--- config.mk ---
export PLATFORM = sky130hd
export DESIGN_NAME = uart_int_ident_fifo_ctrl
export DESIGN_NICKNAME = d
export VERILOG_FILES = /design/src/rtl/uart_iifc_pkg.sv /design/src/rtl/evt_if.sv /design/src/rtl/event_flags.sv /design/src/rtl/int_priority.sv /design/src/rtl/uart_int_ident_fifo_ctrl.sv
export SDC_FILE = /design/constraint.sdc
export NUM_CORES = 1
export LEC_CHECK = 0
export BUFFER_PORTS_ARGS = -buffer_cell sky130_fd_sc_hd__buf_2
export CAP_MARGIN = 40
export CORE_MARGIN = 2
export CORE_UTILIZATION = 52
export CTS_BUF_LIST = sky130_fd_sc_hd__clkbuf_16
export DETAILED_ROUTE_END_ITERATION = 10
export PLACE_DENSITY = 0.89
export RECOVER_POWER = 25
export SETUP_SLACK_MARGIN = 0.15
export SLEW_MARGIN = 20
export SYNTH_ARGS = -nofsm -noshare
export SYNTH_HDL_FRONTEND = slang
export SYNTH_SLANG_ARGS = --single-unit
--- constraint.sdc ---
create_clock -name ref_clk -period 3.2 [get_ports ref_clk]
set_input_delay 0.16 -clock ref_clk [delete_from_list [all_inputs] [get_ports ref_clk]]
set_output_delay 0.16 -clock ref_clk [all_outputs]
set_load 0.02 [all_outputs]
--- src/rtl/uart_iifc_pkg.sv ---
package uart_iifc_pkg;
    localparam int ADDR_W = 4;
    localparam int DATA_W = 8;
    localparam int IER_W = 4;
    localparam int EVT_W = 3;
    localparam logic [ADDR_W-1:0] OFF_IER = 4'h1;
    localparam logic [ADDR_W-1:0] OFF_IIFC = 4'h2;
    localparam logic [ADDR_W-1:0] OFF_STATUS = 4'h8;
    localparam logic [ADDR_W-1:0] OFF_MASK = 4'h9;
    localparam int BIT_DMA = 3;
    localparam int BIT_TXR = 2;
    localparam int BIT_RXR = 1;
    localparam int BIT_QE = 0;
    localparam int IER_RX = 0;
    localparam int IER_TX = 1;
    localparam int IER_LS = 2;
    localparam int IER_MS = 3;
    localparam int EV_TXR = 0;
    localparam int EV_RXR = 1;
    localparam int EV_QE = 2;
    localparam logic RST_QE = 1'h1;
    localparam logic RST_DMA = 1'h0;
    localparam logic [IER_W-1:0] RST_IER = 4'h0;
    localparam logic [EVT_W-1:0] RST_EVT = 3'h0;
    localparam logic [3:0] CODE_NONE = 4'h1;
    localparam logic [3:0] CODE_THRE = 4'h2;
    localparam logic [3:0] CODE_RDA = 4'h4;
    localparam logic [3:0] CODE_RLS = 4'h6;
    localparam logic [3:0] CODE_BUSY = 4'h7;
    localparam logic [3:0] CODE_CTO = 4'hC;
    localparam logic [3:0] CODE_MODEM = 4'h0;
endpackage : uart_iifc_pkg

--- src/rtl/evt_if.sv ---
`timescale 1ns/1ps
`default_nettype none
interface evt_if;
    import uart_iifc_pkg::*;
    logic [EVT_W-1:0] event_set;
    logic [DATA_W-1:0] wdata;
    logic wr_status;
    logic wr_mask;
    logic [EVT_W-1:0] status;
    logic [EVT_W-1:0] mask;
    modport src (output event_set, wdata, wr_status, wr_mask, input status, mask);
    modport sink (input event_set, wdata, wr_status, wr_mask, output status, mask);
endinterface : evt_if
`default_nettype wire

--- src/rtl/event_flags.sv ---
`timescale 1ns/1ps
`default_nettype none
module event_flags
(
    input wire logic ref_clk,
    input wire logic rst_n,
    evt_if.sink ev,
    output logic irq
);
    import uart_iifc_pkg::*;
    logic [EVT_W-1:0] next_status;
    logic [EVT_W-1:0] next_mask;
    logic next_irq;

    // Set wins over a write-one clear in the same cycle
    always_comb
    begin
        next_status = ev.status;
        next_mask = ev.mask;
        if (ev.wr_status)
            next_status = ev.status & ~ev.wdata[EVT_W-1:0];
        next_status = next_status | ev.event_set;
        if (ev.wr_mask)
            next_mask = ev.wdata[EVT_W-1:0];
        next_irq = |(next_status & next_mask);
    end

    always_ff @(posedge ref_clk)
    begin
        if (!rst_n)
        begin
            ev.status <= RST_EVT;
            ev.mask <= RST_EVT;
            irq <= 1'b0;
        end
        else
        begin
            ev.status <= next_status;
            ev.mask <= next_mask;
            irq <= next_irq;
        end
    end
endmodule : event_flags
`default_nettype wire

--- src/rtl/int_priority.sv ---
`timescale 1ns/1ps
`default_nettype none
module int_priority
(
    input wire logic ref_clk,
    input wire logic rst_n,
    input wire logic line_status_pend,
    input wire logic rx_data_pend,
    input wire logic char_timeout_pend,
    input wire logic thr_empty_pend,
    input wire logic modem_status_pend,
    input wire logic busy_detect_pend,
    input wire logic [uart_iifc_pkg::IER_W-1:0] ier,
    input wire logic queue_enable,
    output logic [3:0] code
);
    import uart_iifc_pkg::*;
    logic [3:0] next_code;

    always_comb
    begin
        next_code = CODE_NONE;
        if (line_status_pend && ier[IER_LS])
            next_code = CODE_RLS;
        else if (rx_data_pend && ier[IER_RX])
            next_code = CODE_RDA;
        else if (char_timeout_pend && ier[IER_RX] && queue_enable)
            next_code = CODE_CTO;
        else if (thr_empty_pend && ier[IER_TX])
            next_code = CODE_THRE;
        else if (modem_status_pend && ier[IER_MS])
            next_code = CODE_MODEM;
        else if (busy_detect_pend)
            next_code = CODE_BUSY;
    end

    always_ff @(posedge ref_clk)
    begin
        if (!rst_n)
            code <= CODE_NONE;
        else
            code <= next_code;
    end
endmodule : int_priority
`default_nettype wire

--- src/rtl/uart_int_ident_fifo_ctrl.sv ---
// Implementation choices: the register addresses and the strobed register port.
`timescale 1ns/1ps
`default_nettype none
module uart_int_ident_fifo_ctrl
(
    input wire logic ref_clk,
    input wire logic rst_n,
    input wire logic [uart_iifc_pkg::ADDR_W-1:0] addr,
    input wire logic [uart_iifc_pkg::DATA_W-1:0] wdata,
    input wire logic wr_en,
    input wire logic rd_en,
    output logic [uart_iifc_pkg::DATA_W-1:0] rdata,
    input wire logic line_status_pend,
    input wire logic rx_data_pend,
    input wire logic char_timeout_pend,
    input wire logic thr_empty_pend,
    input wire logic modem_status_pend,
    input wire logic busy_detect_pend,
    output logic [3:0] pending_int_code,
    output logic queue_enable,
    output logic dma_signal_mode,
    output logic tx_queue_reset,
    output logic rx_queue_reset,
    output logic irq
);
    import uart_iifc_pkg::*;

    logic [IER_W-1:0] ier;
    logic [IER_W-1:0] next_ier;
    logic next_queue_enable;
    logic next_dma_signal_mode;
    logic next_tx_queue_reset;
    logic next_rx_queue_reset;
    logic [DATA_W-1:0] next_rdata;
    logic wr_iifc;
    logic wr_ier;
    logic qe_change;
    evt_if ev ();

    assign wr_iifc = wr_en && (addr == OFF_IIFC);
    assign wr_ier = wr_en && (addr == OFF_IER);
    assign qe_change = wr_iifc && (wdata[BIT_QE] != queue_enable);

    // Write-side controls
    always_comb
    begin
        next_queue_enable = queue_enable;
        next_dma_signal_mode = dma_signal_mode;
        next_tx_queue_reset = 1'b0;
        next_rx_queue_reset = 1'b0;
        next_ier = ier;
        if (wr_iifc)
        begin
            next_queue_enable = wdata[BIT_QE];
            next_dma_signal_mode = wdata[BIT_DMA];
            // Pulse lasts one cycle, so software never has to clear it
            next_tx_queue_reset = wdata[BIT_TXR] || qe_change;
            next_rx_queue_reset = wdata[BIT_RXR] || qe_change;
        end
        if (wr_ier)
            next_ier = wdata[IER_W-1:0];
    end

    always_ff @(posedge ref_clk)
    begin
        if (!rst_n)
        begin
            queue_enable <= RST_QE;
            dma_signal_mode <= RST_DMA;
            tx_queue_reset <= 1'b0;
            rx_queue_reset <= 1'b0;
            ier <= RST_IER;
        end
        else
        begin
            queue_enable <= next_queue_enable;
            dma_signal_mode <= next_dma_signal_mode;
            tx_queue_reset <= next_tx_queue_reset;
            rx_queue_reset <= next_rx_queue_reset;
            ier <= next_ier;
        end
    end

    // Read side; at OFF_IIFC the low nibble is only ever the pending code
    always_comb
    begin
        next_rdata = '0;
        if (rd_en)
        begin
            unique case (addr)
                OFF_IER: next_rdata = {{(DATA_W-IER_W){1'b0}}, ier};
                OFF_IIFC: next_rdata = {{2{queue_enable}}, 2'b00, pending_int_code};
                OFF_STATUS: next_rdata = {{(DATA_W-EVT_W){1'b0}}, ev.status};
                OFF_MASK: next_rdata = {{(DATA_W-EVT_W){1'b0}}, ev.mask};
                default: next_rdata = '0;
            endcase
        end
    end

    always_ff @(posedge ref_clk)
    begin
        if (!rst_n)
            rdata <= '0;
        else
            rdata <= next_rdata;
    end

    // Events use the same next values as the pulses, so status and outputs change on one edge
    assign ev.event_set = {qe_change, next_rx_queue_reset, next_tx_queue_reset};
    assign ev.wdata = wdata;
    assign ev.wr_status = wr_en && (addr == OFF_STATUS);
    assign ev.wr_mask = wr_en && (addr == OFF_MASK);

    event_flags u_flags
    (
        .ref_clk(ref_clk),
        .rst_n(rst_n),
        .ev(ev),
        .irq(irq)
    );

    int_priority u_prio
    (
        .ref_clk(ref_clk),
        .rst_n(rst_n),
        .line_status_pend(line_status_pend),
        .rx_data_pend(rx_data_pend),
        .char_timeout_pend(char_timeout_pend),
        .thr_empty_pend(thr_empty_pend),
        .modem_status_pend(modem_status_pend),
        .busy_detect_pend(busy_detect_pend),
        .ier(ier),
        .queue_enable(queue_enable),
        .code(pending_int_code)
    );
endmodule : uart_int_ident_fifo_ctrl
`default_nettype wire

==> Yosys cells after proc, flatten, opt, wreduce, memory -nomap -nowiden <==
Index checks and enable logic that the tools add are counted.
{ "classes": {"bitwise_logic": 5, "reduce_logical": 16, "muxes": 11, "n_eq_ne": 5} }
{ "ops": {"columns": ["cell", "n"], "rows": [
  ["$pmux W8 S4", 1],
  ["$mux W3", 5],
  ["$mux W4", 3],
  ["$logic_and A1 B1 Y1", 11],
  ["$eq A4 B4 Y1 const B", 2],
  ["$and A3 B3 Y3", 2],
  ["$reduce_or A3 Y1", 2],
  ["$eq A4 B1 Y1 const B", 1],
  ["$eq A4 B2 Y1 const B", 1],
  ["$not A3 Y3", 1],
  ["$or A3 B3 Y3", 1],
  ["$logic_or A1 B1 Y1", 2],
  ["$mux W1", 2],
  ["$reduce_and A2 Y1", 1],
  ["$ne A1 B1 Y1", 1],
  ["$not A1 Y1", 1]
]} }
{ "totals": {"regBits": 27, "output_inout_bits": 17, "elab_cells": 48, "input_bits": 22} }

==> Longest topological paths before layout <==
{ "depth": {"ltp_word": 8, "ltp_mapped": 6, "ltp_nobuf": 4} }

==> Hierarchy <==
From an unflattened synthesis, not the netlist that was laid out.
{ "hier_totals": {"hier_cells": 127, "hier_area_um2": 1164.9} }
{ "modules_own_cells": {"columns": ["module", "seq_area_each_um2", "cells_each", "n_inst", "area_per_inst_um2"], "rows": [
  ["uart_int_ident_fifo_ctrl", 260.2, 84, 1, 710.7],
  ["event_flags", 140.1, 25, 1, 267.8],
  ["int_priority", 80.1, 18, 1, 186.4]
]} }

==> Least setup slack after synthesis <==
No wires, ideal clock.
{ "synth_timing": {"path_type": "reg2reg", "from": "reg queue_enable", "to": "reg u_flags.irq", "arrival_time_ns": 1.227, "slack_ns": 1.842, "path_stages_with_launch": 5, "t_required_ns": 3.069, "cell_sequence": "dfxtp_1 -> xor2_1 -> o2111a_1 -> o221ai_1 -> o221ai_2"} }
{ "synth_between": {"elab_chain_cells": 7, "word_cells_on_any_way": 9, "classes_between": "1 x eq/ne; 2 x mux; 2 x bitwise; 4 x reduce/logical"} }
{ "synth_lines": {"columns": ["item", "line", "text"], "rows": [
  ["from (decl)", "uart_int_ident_fifo_ctrl.sv:20", "output logic queue_enable,"],
  ["from (signal assigned)", "uart_int_ident_fifo_ctrl.sv:76", "queue_enable <= next_queue_enable;"],
  ["$ne A1 B1 Y1 (*)", "uart_int_ident_fifo_ctrl.sv:42", "assign qe_change = wr_iifc && (wdata[BIT_QE] != queue_enable);"],
  ["$logic_and A1 B1 Y1 (*)", "uart_int_ident_fifo_ctrl.sv:42", null],
  ["$logic_or A1 B1 Y1, on equally long branches", "uart_int_ident_fifo_ctrl.sv:57, uart_int_ident_fifo_ctrl.sv:58", null],
  ["$mux W1", "uart_int_ident_fifo_ctrl.sv:52", "if (wr_iifc)"],
  ["$or A3 B3 Y3 (*)", "event_flags.sv:22", "next_status = next_status | ev.event_set;"],
  ["$and A3 B3 Y3 (*)", "event_flags.sv:25", "next_irq = |(next_status & next_mask);"],
  ["$reduce_or A3 Y1 (*)", "event_flags.sv:25", null],
  ["to (signal assigned)", "event_flags.sv:40", "irq <= next_irq;"],
  ["to (decl)", "event_flags.sv:8", "output logic irq"]
]} }
Every way passes the cells marked *; elsewhere a longest branch is shown, timed or not.
A chain may end at the register's enable or synchronous reset.

==> Worst setup path after layout <==
{ "layout_timing": {"from": "in addr[0] (netlist name)", "to": "reg u_flags.irq"} }
{ "layout_between": {"elab_chain_cells": 8, "word_cells_on_any_way": 16, "classes_between": "3 x eq/ne; 4 x mux; 2 x bitwise; 7 x reduce/logical"} }
{ "layout_lines": {"columns": ["item", "line", "text"], "rows": [
  ["from (decl)", "uart_int_ident_fifo_ctrl.sv:8", "input wire logic [uart_iifc_pkg::ADDR_W-1:0] addr,"],
  ["$eq A4 B2 Y1", "uart_int_ident_fifo_ctrl.sv:40", "assign wr_iifc = wr_en && (addr == OFF_IIFC);"],
  ["$logic_and A1 B1 Y1", "uart_int_ident_fifo_ctrl.sv:40", null],
  ["$logic_and A1 B1 Y1", "uart_int_ident_fifo_ctrl.sv:42", null],
  ["$logic_or A1 B1 Y1, on equally long branches", "uart_int_ident_fifo_ctrl.sv:57, uart_int_ident_fifo_ctrl.sv:58", null],
  ["$mux W1", "uart_int_ident_fifo_ctrl.sv:52", null],
  ["$or A3 B3 Y3", "event_flags.sv:22", null],
  ["$and A3 B3 Y3 (*)", "event_flags.sv:25", null],
  ["$reduce_or A3 Y1 (*)", "event_flags.sv:25", null]
]} }
Marked as above.

==> impl_metrics.yaml <==
setup_path:
  path_cells: "buf_2 -> nor2b_1 -> a21boi_0 -> o221ai_1 -> o221ai_2"
  timing.rr.end: "u_flags.irq"
  reg2reg_slack_ns: 1.81
  cp-endpoint: "u_flags.irq"
  cp_max_fo: 10
  path_depth: 5
  rr_worst_depth: 4
  critPathArrivalTime_ns: 1.58
  r2r_start: "queue_enable"
  cp-end-kind: "register"
  critPathMaxStageDelay_ns: 0.57
  slowest_stage: "nor2b_1"
  crit_required_ns: 3.34
  startpoint: "addr[0]"
  path_delay_family: "compound AO/OA/AOI/OAI gates"
  worst-path-buf-inv: 1
  startpoint_type: "input pin"
  crit_type: "input pin to register"
clocking:
  clk_pin_slew_ns: 0.06
  htreeDepth: 1
  clockRootBuffer: "clkbuf_16"
  cts_tree: "yes"
  cts_hold_buf: 0
  cts.repair.resized: 0
  clock_latency_ns: 0.26
  cts_setup_buffers: 0
  clockBufferDepth: 2
  clkSinkCount: 24
  cts_made_buffers: 3
yosys:
  synth_cell_types: 43
  synth_cells: 123
  synth-seq-area-share_pct: 42.2
  avgSynthCellArea_um2: 9.25
  synth-edff-count: 0
  synth_ff_type: "dfxtp_1"
  yosysWarnings: 0
  syn_area_um2: 1140
  synth-seq-cells: 24
  synthArstFlopShare_pct: 0
finish:
  nNetsFinal: 174
  drive_gt1_share_pct: 23.8
  area_delta_synth_final_pct: 17.3
  multi_input_area_um2: 574
  regArea_um2: 480
  insertedDiodeCount: 0
  nFillCells: 177
sta:
  fin_ws_ns: 1.76
  slew_headroom_pct: 55.8
  fin_setup_tns_ns: 0
  max_freq_ghz: 0.694
  rsz0062_at_grt: "false"
  drv_slew: 0
  skew_ns: 0.00386
  finalCriticalPeriod_ns: 1.44
  min_period_over_period_pct: 45.0
  final_hold_viol_count: 0
  worst_slew_pin_slew_ns: 0.662
  setup_viol: 0
power:
  p_leak_nw: 0.592
  power_density_nw_per_um2: 475
  combPwrFrac_pct: 10.0
  p_int_mw: 0.495
  swShare_pct: 21.9
  peakVddDrop_uv: 282
  power_frac_clock_pct: 41.6
  power_switching_mw: 0.139
  pwr-share-seq_pct: 48.4
floorplanning:
  dieWidth_um: 50.8
  core_area_um2: 2020
  rows: 16
  start_util_pct: 56.3
  ios: 39
  dieHeight_um: 50.8
  dieArea_um2: 2580
routing:
  vias_per_cell: 5.66
  postRouteAntennaNets: 0
  drc: 0
  drt_iter0_markers: 27
  firstDrtPassIters: 4
  num_vias: 1007
  wl_per_cell_um: 14.2
  wirelength_mm: 2.53
worst_hold_path:
  hp-class: "input pin to register"
  holdPathStages: 2
global_routing:
  grt_overflow: 0
  antenna_found_initial: 0
  grt_pass1_vias: 940
  grt_pass1_wl_mm: 4.20
  grtUsageTotal_pct: 21.9
  grt_max_degree: 14
placement:
  place_ws_ns: 1.48
  dpl.hpwl_mm: 1.89
  io_buffers: 32
  gp_congestion: 0.853
status:
  status: "complete, no violations"
flow_run:
  max_cap_violations: 0
==> cell usage after synthesis (2+ instances only) <==
library cell / instances / share of area (%)
a21boi_0: 2 / 1.3
a21oi_1: 2 / 0.88
a22o_1: 4 / 3.1
a22oi_1: 4 / 2.6
a31oi_1: 3 / 1.7
and3_1: 2 / 1.1
buf_4: 4 / 2.6
buf_6: 3 / 3.0
clkbuf_1: 2 / 0.66
dfxtp_1: 24 / 42
inv_1: 4 / 1.3
mux2_2: 2 / 2.0
mux2i_1: 6 / 5.3
nand2_1: 12 / 4.0
nand3_1: 3 / 1.3
nor2_1: 16 / 5.3
nor2b_1: 2 / 1.1
o21a_1: 2 / 1.3
o21ai_1: 2 / 0.88
==> per-stage QoR <==
| stage | area (µm²) | hold slack [ns] | power [mW] | cells | util (%) |
|---|---|---|---|---|---|
| 2_1_floorplan | 1140 | 0.237 | 0.356 | 124 | - |
| 3_3_place_gp | 1260 | 0.342 | 0.374 | 174 | 62.5 |
| 3_5_place_dp | 1260 | 0.350 | 0.375 | 174 | 62.5 |
| 4_1_cts | 1340 | 0.0824 | 0.638 | 178 | 66.4 |
| 5_1_grt | 1330 | 0.0839 | 0.662 | 178 | 66.0 |
| 6_report | 1330 | 0.0839 | 0.633 | 178 | 66.0 |
==> power by group through the flow <==
stage	registers [mW]	clock network, mW	logic [mW]
2_1_floorplan	0.316	0	0.0407
3_3_place_gp	0.313	0	0.0610
3_5_place_dp	0.313	0	0.0623
4_1_cts	0.306	0.269	0.0629
5_1_grt	0.307	0.287	0.0687
6_report	0.307	0.264	0.0631
==> registers in the layout, summed over array words and instances, names as in the netlist <==
| register | count |
|---|---|
| rdata | 5 |
| u_prio.code | 4 |
| u_flags.ev.status | 3 |
| u_flags.irq | 1 |
| dma_signal_mode | 1 |
| queue_enable | 1 |
| rx_queue_reset | 1 |
| u_flags.ev.mask | 3 |
| ier | 4 |
| tx_queue_reset | 1 |
==> how the worst min path moves through the flow <==
stage | from | to | slack [ns]
final | rx_data_pend | u_prio.code[3] | 0.08
after global routing | rx_data_pend | u_prio.code[3] | 0.08
after CTS | rx_data_pend | u_prio.code[3] | 0.08
after detailed placement | rx_data_pend | u_prio.code[3] | 0.35
after global placement | rx_data_pend | u_prio.code[3] | 0.34
after floorplan | rx_data_pend | u_prio.code[3] | 0.24
==> metal layers <==
layer	track usage [%]	share of wire (%)
met2	36.0	46
met5	0	0
met3	4.76	7.6
met1	26.9	44
met4	11.3	2.6
==> cells by family (layout without fill, tap and decap cells) <==
family,count (synthesis),count (layout),synth area share (%)
XOR/XNOR,2,2,1.54
other,1,2,0.330
AND/OR/NAND/NOR,46,46,20.9
buffers and inverters,13,40,7.59
flip-flops,24,24,42.2
multiplexers,8,8,7.26
AO/OA/AOI/OAI,29,29,20.1
==> layout make-up <==
cell class	count	area share (%)
clock buffers	3	5.63
clock inverters	1	0.281
inverters	4	1.13
multi-input cells	87	43.1
flip-flops and latches	24	36.0
well taps	27	2.53
repair buffers	32	11.4
==> placed cells by master, fill, tap and decap left out, types with 2 or more instances in the layout <==
cell type | Yosys | final
clkbuf_1 | 2 | 7
buf_2 | 0 | 25
a31oi_1 | 3 | 3
dfxtp_1 | 24 | 24
clkbuf_16 | 0 | 3
o21a_1 | 2 | 2
nand2_1 | 12 | 12
and3_1 | 2 | 2
nor2_1 | 16 | 16
conb_1 | 1 | 2
a21boi_0 | 2 | 2
o21ai_1 | 2 | 2
mux2_2 | 2 | 2
nor2b_1 | 2 | 2
inv_1 | 4 | 4
mux2i_1 | 6 | 6
a22o_1 | 4 | 4
a22oi_1 | 4 | 4
a21oi_1 | 2 | 2
nand3_1 | 3 | 3
No activity file was read; power rests on OpenSTA's default activity.
